### config.mk
export PLATFORM = sky130hd
export DESIGN_NAME = status_blink_encoder
export DESIGN_NICKNAME = d
export VERILOG_FILES = /design/src/blink_pkg.sv /design/src/timebase_if.sv /design/src/unit_timer.sv /design/src/status_blink_encoder.sv
export SDC_FILE = /design/constraint.sdc
export NUM_CORES = 1
export LEC_CHECK = 0
export ABC_CLOCK_PERIOD_IN_PS = 2240
export BUFFER_PORTS_ARGS = -buffer_cell sky130_fd_sc_hd__buf_2
export CAP_MARGIN = 20
export CORE_MARGIN = 2
export CORE_UTILIZATION = 51
export DETAILED_ROUTE_END_ITERATION = 7
export MAX_ROUTING_LAYER = met4
export PLACE_DENSITY = 0.8
export SYNTH_ARGS = -nofsm -noshare
export SYNTH_HDL_FRONTEND = slang
export SYNTH_HIERARCHICAL = 1
export SYNTH_SLANG_ARGS = --single-unit
### constraint.sdc
create_clock -name core_clk -period 2.24 [get_ports core_clk]
set_clock_uncertainty 0.15 [all_clocks]
set_input_delay 0.448 -clock core_clk [delete_from_list [all_inputs] [get_ports core_clk]]
set_output_delay 0.448 -clock core_clk [all_outputs]
set_load 0.01 [all_outputs]
### src/blink_pkg.sv
// shared constants and types for the status blink encoder
package blink_pkg;

	// ****************************************************************
	// timebase
	// ****************************************************************
	localparam int CLK_HZ         = 10_000_000;
	localparam int UNIT_MS        = 250;
	localparam int UNIT_CYCLES    = UNIT_MS * (CLK_HZ / 1000);
	localparam int ON_MS          = 250;
	localparam int GAP_MS         = 250;
	localparam int PAUSE_LONG_MS  = 2000;
	localparam int PAUSE_SHORT_MS = 1000;
	localparam logic [3:0] ON_UNITS          = 4'(ON_MS / UNIT_MS);
	localparam logic [3:0] GAP_UNITS         = 4'(GAP_MS / UNIT_MS);
	localparam logic [3:0] PAUSE_LONG_UNITS  = 4'(PAUSE_LONG_MS / UNIT_MS);
	localparam logic [3:0] PAUSE_SHORT_UNITS = 4'(PAUSE_SHORT_MS / UNIT_MS);
	localparam logic [3:0] LAST_UNIT         = 4'h1;

	// ****************************************************************
	// conditions and blink counts
	// ****************************************************************
	localparam logic [15:0] REV_SERIAL_ONE = 16'h0202;
	localparam logic [7:0]  FREQ_MIN_HZ    = 8'h2d;
	localparam logic [7:0]  FREQ_MAX_HZ    = 8'h42;
	localparam logic [2:0]  CNT_NORMAL     = 3'h1;
	localparam logic [2:0]  CNT_COMM       = 3'h2;
	localparam logic [2:0]  CNT_FREQ       = 3'h3;
	localparam logic [2:0]  CNT_BOTH       = 3'h4;
	localparam logic [2:0]  CNT_CHECKSUM   = 3'h5;
	localparam logic [2:0]  CNT_SERIAL     = 3'h6;
	localparam logic [2:0]  CNT_HWFAIL     = 3'h7;

	// ****************************************************************
	// register map
	// ****************************************************************
	localparam logic [3:0]  ADDR_CTRL      = 4'h0;
	localparam logic [3:0]  ADDR_STATUS    = 4'h4;
	localparam logic [3:0]  ADDR_REV       = 4'h8;
	localparam int          CTRL_EN_BIT    = 0;
	localparam logic        CTRL_EN_RESET  = 1'h1;
	localparam int          STAT_SEL_LSB   = 0;
	localparam int          STAT_BURST_LSB = 4;
	localparam int          STAT_LAMP_BIT  = 8;
	localparam int          STAT_FREQ_BIT  = 9;
	localparam int          STAT_COMM_BIT  = 10;

	typedef enum logic [1:0] {PH_PAUSE, PH_ON, PH_GAP} phase_t;

endpackage : blink_pkg

### src/timebase_if.sv
// unit tick link between the sequencer and its divider
interface timebase_if;
	logic run;
	logic tick;
	modport ctl (output run, input tick);
	modport gen (input run, output tick);
endinterface : timebase_if

### src/unit_timer.sv
// divider giving one-cycle unit tick enables
module unit_timer
	import blink_pkg::*;
#(
	parameter int PERIOD = UNIT_CYCLES
) (
	input  wire logic core_clk,
	input  wire logic sys_rst,
	timebase_if.gen   tb
);

	localparam logic [23:0] LAST = 24'(PERIOD - 1);

	typedef struct packed {
		logic [23:0] cnt;
		logic        tick;
	} timer_t;

	timer_t s;
	timer_t next_s;

	always_comb begin
		next_s = s;
		next_s.tick = 1'b0;
		if (!tb.run) begin
			// restart so the first unit after enable is a full one
			next_s.cnt = '0;
		end else if (s.cnt == LAST) begin
			next_s.cnt = '0;
			next_s.tick = 1'b1;
		end else begin
			next_s.cnt = s.cnt + 24'h000001;
		end
	end

	always_ff @(posedge core_clk or posedge sys_rst) begin
		if (sys_rst) begin
			s <= '0;
		end else begin
			s <= next_s;
		end
	end

	assign tb.tick = s.tick;

endmodule : unit_timer

### src/status_blink_encoder.sv
// status lamp blink pattern encoder with avalon-mm registers
// ****************************************************************
// How it works
// - with no fault the lamp gives one blink then a two second pause, and so does direct serial mode from revision 2.02.
// - a radio send failure gives two blinks then a one second pause.
// - a line frequency outside 45 to 66 Hz gives three blinks then a one second pause.
// - radio failure and frequency fault together give four blinks then a one second pause.
// - a firmware checksum fault gives five blinks then a one second pause.
// - direct serial mode before revision 2.02 gives six blinks then a one second pause.
// - an internal hardware failure gives seven blinks then a one second pause.
// ****************************************************************
module status_blink_encoder
	import blink_pkg::*;
#(
	parameter int UNIT_PERIOD = UNIT_CYCLES
) (
	input  wire logic        core_clk,
	input  wire logic        sys_rst,
	input  wire logic [3:0]  avs_address,
	input  wire logic        avs_read,
	input  wire logic        avs_write,
	input  wire logic [31:0] avs_writedata,
	input  wire logic [3:0]  avs_byteenable,
	output logic      [31:0] avs_readdata,
	output logic             avs_waitrequest,
	input  wire logic        radio_fail,
	input  wire logic [7:0]  line_freq_hz,
	input  wire logic        checksum_err,
	input  wire logic        hw_fail,
	input  wire logic        direct_serial,
	input  wire logic [15:0] fw_rev,
	output logic             lamp
);

	// ****************************************************************
	// state
	// ****************************************************************
	typedef struct packed {
		phase_t      phase;
		logic [3:0]  units;
		logic [2:0]  left;
		logic [2:0]  burst;
		logic        lamp;
		logic        en;
		logic        ack;
		logic [31:0] rdata;
	} enc_t;

	enc_t s;
	enc_t next_s;
	logic [2:0] sel;
	logic       freq_bad;
	logic       bus_req;
	logic       tick;

	timebase_if tb ();

	unit_timer #(
		.PERIOD (UNIT_PERIOD)
	) u_timer (
		.core_clk (core_clk),
		.sys_rst  (sys_rst),
		.tb       (tb)
	);

	assign tb.run = s.en;
	assign tick   = tb.tick;

	// ****************************************************************
	// pattern selection
	// ****************************************************************
	assign freq_bad = (line_freq_hz < FREQ_MIN_HZ) ||
		(line_freq_hz > FREQ_MAX_HZ);

	// severity order: hardware, checksum, old serial mode, line faults
	always_comb begin
		if (hw_fail) begin
			sel = CNT_HWFAIL;
		end else if (checksum_err) begin
			sel = CNT_CHECKSUM;
		end else if (direct_serial && fw_rev < REV_SERIAL_ONE) begin
			sel = CNT_SERIAL;
		end else if (radio_fail && freq_bad) begin
			sel = CNT_BOTH;
		end else if (freq_bad) begin
			sel = CNT_FREQ;
		end else if (radio_fail) begin
			sel = CNT_COMM;
		end else begin
			sel = CNT_NORMAL;
		end
	end

	// ****************************************************************
	// bus and sequencer
	// ****************************************************************
	assign bus_req = avs_read || avs_write;

	always_comb begin
		next_s = s;
		next_s.ack = 1'b0;
		// bus: one wait cycle, read data prepared while waiting
		if (bus_req && !s.ack) begin
			next_s.ack = 1'b1;
			next_s.rdata = '0;
			case (avs_address)
				ADDR_CTRL: begin
					next_s.rdata[CTRL_EN_BIT] = s.en;
				end
				ADDR_STATUS: begin
					next_s.rdata[STAT_SEL_LSB +: 3] = sel;
					next_s.rdata[STAT_BURST_LSB +: 3] = s.burst;
					next_s.rdata[STAT_LAMP_BIT] = s.lamp;
					next_s.rdata[STAT_FREQ_BIT] = freq_bad;
					next_s.rdata[STAT_COMM_BIT] = radio_fail;
				end
				ADDR_REV: begin
					next_s.rdata[15:0] = fw_rev;
				end
				default: begin
					next_s.rdata = '0;
				end
			endcase
		end
		if (avs_write && s.ack && avs_address == ADDR_CTRL &&
				avs_byteenable[0]) begin
			next_s.en = avs_writedata[CTRL_EN_BIT];
		end
		// sequencer
		if (!s.en) begin
			// parked so the next pattern starts one unit after enable
			next_s.phase = PH_PAUSE;
			next_s.units = LAST_UNIT;
			next_s.left = '0;
			next_s.lamp = 1'b0;
		end else if (tick) begin
			if (s.units != LAST_UNIT) begin
				next_s.units = s.units - 4'h1;
			end else begin
				case (s.phase)
					PH_PAUSE: begin
						// pattern latched per burst so a burst never mixes
						next_s.burst = sel;
						next_s.left = sel;
						next_s.phase = PH_ON;
						next_s.units = ON_UNITS;
						next_s.lamp = 1'b1;
					end
					PH_ON: begin
						next_s.lamp = 1'b0;
						if (s.left == 3'h1) begin
							next_s.phase = PH_PAUSE;
							next_s.left = '0;
							if (s.burst == CNT_NORMAL) begin
								next_s.units = PAUSE_LONG_UNITS;
							end else begin
								next_s.units = PAUSE_SHORT_UNITS;
							end
						end else begin
							next_s.phase = PH_GAP;
							next_s.left = s.left - 3'h1;
							next_s.units = GAP_UNITS;
						end
					end
					PH_GAP: begin
						next_s.phase = PH_ON;
						next_s.units = ON_UNITS;
						next_s.lamp = 1'b1;
					end
					default: begin
						next_s.phase = PH_PAUSE;
						next_s.units = LAST_UNIT;
						next_s.lamp = 1'b0;
					end
				endcase
			end
		end
	end

	always_ff @(posedge core_clk or posedge sys_rst) begin
		if (sys_rst) begin
			s <= '{phase: PH_PAUSE, units: LAST_UNIT, left: 3'h0,
				burst: 3'h0, lamp: 1'b0, en: CTRL_EN_RESET,
				ack: 1'b0, rdata: 32'h0};
		end else begin
			s <= next_s;
		end
	end

	assign avs_waitrequest = bus_req && !s.ack;
	assign avs_readdata    = s.rdata;
	assign lamp            = s.lamp;
endmodule : status_blink_encoder

== After elaboration in Yosys (flattened, before gate mapping) ==
Cells that the tools add are included.
Operators by class
  order comparisons: 3
  add/subtract/negate cells: 3
  reduce and logical (&&, ||, !) cells: 15
  equal/unequal tests: 11
  bitwise gates (word level): 1
  mux-type cells: 30
Operator list (number)
  24-bit 2-to-1 mux: 2
  33-bit 2-to-1 mux: 1
  24-bit by 1-bit adder with 24-bit output (second input constant): 1
  24-bit by 22-bit == test with 1-bit output (second input constant): 1
  9-bit 2-to-1 mux: 2
  3-bit case mux with 2 select lines: 3
  16-bit by 10-bit less-than comparator with 1-bit output (second input constant): 1
  3-bit 2-to-1 mux: 5
  13-bit 2-to-1 mux: 1
  6-bit case mux with 2 select lines: 1
  8-bit by 7-bit > comparator with 1-bit output (second input constant): 1
  8-bit by 6-bit less-than comparator with 1-bit output (second input constant): 1
  4-bit 2-to-1 mux: 2
  7-bit 2-to-1 mux: 1
  3-bit by 1-bit == test with 1-bit output (second input constant): 2
  1-bit logical AND: 6
  1-bit 2-to-1 mux: 6
  2-bit 2-to-1 mux: 3
  5-bit 2-to-1 mux: 1
  4-bit by 3-bit == test with 1-bit output (second input constant): 1
  4-bit == test (second input constant): 1
  4-bit logical NOT: 1
  4-bit by 1-bit != test with 1-bit output (second input constant): 1
  2-bit case mux with 2 select lines: 1
  other kinds (16): 17
Word-level totals
  flip-flop bits (word level): 56
  logic and storage cells: 73
  bits of input ports: 72

== Longest topological paths before layout ==
Gate-level depths: netlist of run 1.
  word-level depth: 11
  gate-level depth with buffers: 7

== Hierarchy ==
Netlist of run 1, hierarchy kept.
Modules (own cells, without submodules)
  status_blink_encoder: sequential area each 778.2 sq um, instances 1, area each 1953.1 sq um, cells an instance 196
  unit_timer: sequential area each 625.6 sq um, instances 1, area each 1278.7 sq um, cells an instance 131

== Worst setup path before layout of run 1 ==
No wires, ideal clock.
  kind: input port to flip-flop
  from: in line_freq_hz[4]
  to: reg s[40] (netlist name)
  buffers on the path: 0
  slack: 0.148 ns
  data arrival time: 1.799 ns
  data required time: 1.947 ns
  stages: 7
  cell sequence: nor4b_1 -> nand2_1 -> a21oi_1 -> inv_1 -> ha_1 -> a2111oi_1 -> o22ai_1
On the way
  cells in the longest elaborated chain, start to end: 11
  elaborated cells between the ends (all ways): 12
RTL lines
  from (decl): RTL line status_blink_encoder.sv:27  | input wire logic [7:0] line_freq_hz,
  8-bit by 6-bit less-than comparator with 1-bit output or 8-bit by 7-bit > comparator with 1-bit output (tied branches): RTL line status_blink_encoder.sv:72, status_blink_encoder.sv:73
  1-bit logical OR *: RTL line status_blink_encoder.sv:72  | assign freq_bad = (line_freq_hz < FREQ_MIN_HZ) ||
  1-bit logical AND *: RTL line status_blink_encoder.sv:83  | end else if (radio_fail && freq_bad) begin
  3-bit 2-to-1 mux *: RTL line status_blink_encoder.sv:83
  3-bit 2-to-1 mux *: RTL line status_blink_encoder.sv:81  | end else if (direct_serial && fw_rev < REV_SERIAL_ONE) begin
  3-bit 2-to-1 mux *: RTL line status_blink_encoder.sv:79  | end else if (checksum_err) begin
  3-bit 2-to-1 mux *: RTL line status_blink_encoder.sv:77  | if (hw_fail) begin
  3-bit case mux with 2 select lines *: RTL line status_blink_encoder.sv:140  | case (s.phase)
  7-bit 2-to-1 mux *: RTL line status_blink_encoder.sv:137  | if (s.units != LAST_UNIT) begin
  13-bit 2-to-1 mux *: RTL line status_blink_encoder.sv:136  | end else if (tick) begin
  9-bit 2-to-1 mux *: RTL line status_blink_encoder.sv:130  | if (!s.en) begin
  to (signal assigned): RTL line status_blink_encoder.sv:182  | s <= '{phase: PH_PAUSE, units: LAST_UNIT, left: 3'h0,
  to (signal assigned): RTL line status_blink_encoder.sv:186  | s <= next_s;
  to (decl): RTL line status_blink_encoder.sv:49  | enc_t s;
Mark *: on every way between the ends. The rest lies on a longest branch, timed or not. The select of a mux whose other input is x is not followed.
A chain may end at the register's enable or synchronous reset.

== Worst setup path after layout of run 1 ==
  from: reg s[41] (netlist name)
  to: reg s[36] (netlist name)
On the way
  cells in the longest elaborated chain, start to end: 3
RTL lines (RTL line)
  4-bit by 1-bit != test with 1-bit output: status_blink_encoder.sv:137
  1-bit inverter (no line)
  4-bit AND reduction (no line)
No other way between the ends.

==> results of run 1 <==
## state kept, by name, indices dropped and copies added (netlist names)
name	flops
s	13
tb.run	1
u_timer/s	24
lamp	1
avs_readdata	16
u_timer/tb.tick	1
## logic make-up (layout without fill, tap and decap cells)
| kind of cell | count (synthesis) | count (layout) |
|---|---|---|
| DFF | 56 | 56 |
| and+or+nand+nor | 117 | 117 |
| other | 1 | 16 |
| muxes | 4 | 4 |
| xor gates and xnor gates | 13 | 13 |
| adders and majority gates | 7 | 7 |
| AOI/OAI and AO/OA | 72 | 72 |
| buffers and inverters | 57 | 88 |
## cell type report
class | count | area, µm² | area share
multi-input combinational | 229 | 1530 | 0.432
sequential | 56 | 1400 | 0.398
timing repair buffer | 66 | 358 | 0.101
tap | 77 | 96.3 | 0.0273
clock buffer | 6 | 82.6 | 0.0234
inverter | 14 | 52.6 | 0.0149
clock inverter | 2 | 10.0 | 0.00284
## through the flow
stage,area (µm²),hold WS (ns),instances,utilization
after floorplan,3290,0.290,342,-
after global placement,3440,0.317,442,0.551
after detailed placement,3440,0.336,442,0.551
after CTS,3530,0.0393,450,0.565
after global routing,3530,0.0592,450,0.565
final,3530,0.0400,450,0.565
## worst max-delay path by stage
stage	from	end	slack (ns)	depth (start not counted)
finish	s[41]	s[36]	0.18	4
global route	s[41]	s[36]	0.002	5
CTS	s[41]	s[40]	0.17	4
detailed placement	line_freq_hz[4]	s[40]	-0.05	9
global placement	line_freq_hz[4]	s[40]	-0.02	9
floorplan	line_freq_hz[4]	s[40]	0.15	7
## layer usage
layer / GRT usage / vias to the layer above / wire (µm)
met4: 0.0630 / 0 / 80
met1: 0.240 / 1211 / 2800
met5: - / - / 0
met3: 0.0435 / 6 / 248
met2: 0.358 / 51 / 3470
li1: - / 1227 / -
## synth_stat cells, drive strengths merged (3+ instances only)
| master | n |
|---|---|
| o22ai | 6 |
| nor4b | 7 |
| nor3 | 3 |
| o31ai | 5 |
| and3 | 4 |
| nand4b | 3 |
| clkbuf | 4 |
| inv | 14 |
| nor4 | 4 |
| and4 | 3 |
| or4 | 6 |
| or4b | 3 |
| mux2i | 4 |
| a221oi | 6 |
| xor2 | 11 |
| ha | 7 |
| dfrtp | 54 |
| nand4 | 10 |
| nor2 | 34 |
| nor2b | 3 |
| a21oi | 20 |
| or3 | 7 |
| a22o | 7 |
| nand3 | 5 |
| and2 | 5 |
| buf | 39 |
| o21ai | 16 |
| nand2 | 16 |
## worst min-delay path: stages
cell,delay (ns)
buf_2,0.11
inv_1,0.05
buf_4,0.30
## power by group
| part | leakage (nW) | switching [mW] | internal [mW] |
|---|---|---|---|
| Combinational | 0.859 | 0.241 | 0.157 |
| Clock | 0.0510 | 0.327 | 0.248 |
| Sequential | 0.743 | 0.0667 | 1.08 |
==> results.toml, run 1 <==
[outcome]
status = "finished clean"

[synthesis]
synth-xor-area-share = 0.0352
synth_fa_ha_area_frac = 0.0271
synth_cells = 327
synth_flop_cell = "dfrtp_1"
synth-edff-count = 0
async_reset_ff_frac = 1.00
yosys_warnings = 6
syn_area_per_cell_um2 = 9.88
synth_top_family_by_area = "simple AND/OR/NAND/NOR gates"
synth_largest_area_cell = "dfrtp_1"
synthSimpleGateAreaFrac = 0.228
post-synth-top-area-fraction = 0.418
synth_cell_types = 61
yosysSeqAreaShare = 0.434
synth-seq-cells = 56
synth_compound_area_frac = 0.151
synth_area_leaders = "dfrtp_1, buf_4, nor2_1, xor2_1, a21oi_1"
syn_area_um2 = 3230
muxShareOfSynthArea = 0.0124

[global_routing]
grt_max_degree = 32
grt_pass1_wl_um = 11500
antenna_found_initial = 0
grt_usage = 0.206
grt_pass1_vias = 2537
grt.overflow.total = 0

[worst_setup_path]
crit_family = "simple AND/OR/NAND/NOR gates"
critPathKind = "reg -> reg"
critPathCaptureType = "register"
r2r_cells = 4
critPathSlowestCell = "dfstp_2"
rr_startpoint = "s[41]"
cp_max_fo = 6
crit_chain = "ha_1 > nand4bb_1 > or4_4 > o31ai_2"
r2r-end = "s[36]"
r2r_slack_ns = 0.18
cp.buffers_inverters = 0
required_ns = 2.33
crit_path_max_incr_delay_ns = 0.58
critPathArrivalTime_ns = 2.14
startpoint_type = "register"

[place]
globalplace.congestion = 0.845
dp_slack_ns = -0.0535
hpwlAfterDp_um = 4920
io_buffer_count = 55

[timing]
hold_viol = 0
setup_tns_ns = 0
period_share = 0.918
setup_violations = 0
setup_ws_ns = 0.183
fmax_mhz = 486
rsz0062_at_grt = "false"
drv_slew = 0
min_period_ns = 2.06

[worst_hold_path]
worst_hold_path_type = "in -> async"

[final_layout]
drive_gt1_frac = 0.241
antennaDiodeCount = 0
area_delta_synth_final_pct = 9.18
nFillCells = 575
fin_nets = 451
final_common_cell = "buf_2"
layout_common_cells = "buf_2, dfrtp_1, nor2_1"

[cts]
cts_resized = 0
post_cts_buffers = 0
clock_sinks = 56
clk_latency_ns = 0.31
path_clk_slew_ns = 0.10
cts_max_level = 2
cts-buffers-inserted = 5
ctsHoldBuffers = 0
cts-root-buf = "clkbuf_8"
cts_buffer_depth = 2
cts_tree = "yes"

[routing]
post-route-drc-count = 0
drt-pass1-iter-count = 4
via_per_inst = 5.54
wl_per_cell_um = 14.7
vias = 2495
postRouteAntennaNets = 0
wirelength_um = 6600
drt_iter0_drc = 95

[die]
ios = 106
initial_core_util = 0.518
dieArea_um2 = 6990
core_um2 = 6240
rows = 29
die_height_um = 83.6
die_w_um = 83.6

[power]
ir_drop_v = 0.000422
power.density_nw_per_um2 = 602
power.total_mw = 2.12
p_leak_nw = 1.65

[flow_run]
drv_cap = 0
Power figures use the tool's default switching activity.
==> inputs of run 2 (changes only) <==
--- a/config.mk
+++ b/config.mk
@@ -11,8 +11,10 @@
 export CORE_MARGIN = 2
 export CORE_UTILIZATION = 51
 export DETAILED_ROUTE_END_ITERATION = 7
+export HOLD_SLACK_MARGIN = 0.15
 export MAX_ROUTING_LAYER = met4
-export PLACE_DENSITY = 0.8
+export PLACE_DENSITY = 0.9
+export SETUP_SLACK_MARGIN = 0.4
 export SYNTH_ARGS = -nofsm -noshare
 export SYNTH_HDL_FRONTEND = slang
 export SYNTH_HIERARCHICAL = 1
==> run 2 against run 1 <==
Final cell count is 3.6% higher. Hold slack gained 0.16 ns. Setup slack improved by 0.18 ns. Fmax rose by 9.5%. First-iteration DRC count increased by 73%. Utilization up 5.2 points. Routed wire length up 8.6%.
==> results.toml, run 2 (synthesis gave the netlist of run 1 again) <==
[flow_run]
drv_cap = 0

[place]
hpwlAfterDp_um = 4790
globalplace.congestion = 0.881
io_buffer_count = 55
dpl-instance-area_um2 = 3470
dp_slack_ns = 0.0974
numPlacedInstances = 440

[global_routing]
grt_pass1_wl_um = 11500
grt.overflow.total = 0
grt_usage = 0.204
grt_max_degree = 32
antenna_found_initial = 0
grt_pass1_vias = 2566

[worst_setup_path]
critPathArrivalTime_ns = 1.94
critPathSlowestCell = "dfstp_2"
critPathKind = "reg -> reg"
crit_chain = "ha_4 > nand4bb_4 > nor4_4 > mux2i_1 > o31ai_2"
required_ns = 2.30
critPathCaptureType = "register"
crit_path_max_incr_delay_ns = 0.59
cp_max_fo = 6
startpoint_type = "register"

[timing]
drv_slew = 0
setup_violations = 0
setup_ws_ns = 0.361
period_share = 0.839
whs_ns = 0.199
setup_tns_ns = 0
hold_viol = 0
min_period_ns = 1.88
fmax_mhz = 532
rsz0062_at_grt = "true"

[die]
rows = 29
ios = 106
core_um2 = 6240
initial_core_util = 0.518
dieArea_um2 = 6990
die_height_um = 83.6
die_w_um = 83.6

[routing]
via_per_inst = 5.73
drt-pass1-iter-count = 4
wirelength_um = 7170
vias = 2672
drt_iter0_drc = 164
post-route-drc-count = 0
postRouteAntennaNets = 0
wl_per_cell_um = 15.4

[final_layout]
regMostFlops = "u_timer/s"
nFillCells = 505
drive_gt1_frac = 0.319
fin_cells = 466
largest_reg_flops = 24
fin_nets = 467
area_delta_synth_final_pct = 19.1
final_area_um2 = 3850
antennaDiodeCount = 0
layout_common_cells = "buf_2, dfrtp_1, nor2_1"
fin_util = 0.617
final_common_cell = "buf_2"

[cts]
cts_tree = "yes"
cts_max_level = 2
cts_buffer_depth = 2
clk_latency_ns = 0.32
cts-buffers-inserted = 5
cts-root-buf = "clkbuf_8"
path_clk_slew_ns = 0.11
clock_sinks = 56

[outcome]
status = "finished clean"

[worst_hold_path]
worst_hold_path_type = "in -> reg"

[power]
power.total_mw = 2.33
ir_drop_v = 0.000411
power.density_nw_per_um2 = 604
p_leak_nw = 1.76
run 2: cell count changes in the layout (fill, tap and decap cells not counted), sizes merged:
| cell | before | now |
|---|---|---|
| dlygate4sd3 | 0 | 1 |
| clkinv | 2 | 1 |
| bufinv | 0 | 1 |
| buf | 66 | 81 |
run 2: repair_timing:
action / CTS / global route
endpoints found under the setup margin: 33 / 35
hold buffers: 1 / 0
setup buffers: 6 / 11
pin swaps: 4 / 6
gates resized for setup: 12 / 13
hold endpoints to repair: 54 / 0
run 2: layer usage:
metal / vias to the layer above / track usage / part of all wire
met5: - / - / 0
met4: 0 / 0.0674 / 0.024
met3: 17 / 0.0326 / 0.048
met2: 83 / 0.350 / 0.51
met1: 1309 / 0.246 / 0.42
li1: 1263 / - / -
run 2: final timing paths:
check / startpoint / cells after the start / end / slack, ns
setup / recovery: s[41] / 5 / s[36] / 0.36
hold / removal: fw_rev[14] / 2 / avs_readdata[14] / 0.20
setup reg to reg: s[41] / 5 / s[36] / 0.36
hold reg to reg: u_timer/s[1] / 1 / u_timer/s[1] / 0.33
max in group asynchronous: sys_rst / 4 / tb.run / 1.02
min in group asynchronous: sys_rst / 4 / u_timer/s[5] / 0.56
run 2: layout make-up:
class	instances	area [µm²]	area share
Clock buffer	6	82.6	0.0214
Clock inverter	2	38.8	0.0101
Inverter	14	52.6	0.0136
Multi-Input combinational cell	229	1670	0.433
Sequential cell	56	1410	0.366
Tap cell	77	96.3	0.0250
Timing Repair Buffer	82	505	0.131
run 2: power by group:
part           total (mW)  internal [mW]  switching [mW]
logic               0.479          0.205           0.274
clock network       0.701          0.366           0.335
registers            1.15           1.09          0.0595
total                2.33           1.66           0.669
run 2: worst max-delay path: cells and delay by family, from the launching register on:
family / cells / cell delay [ns]
mux: 1 / 0.32
fa+ha+maj: 1 / 0.16
compound gates: 1 / 0.10
simple gates: 2 / 0.45
flops: 1 / 0.59
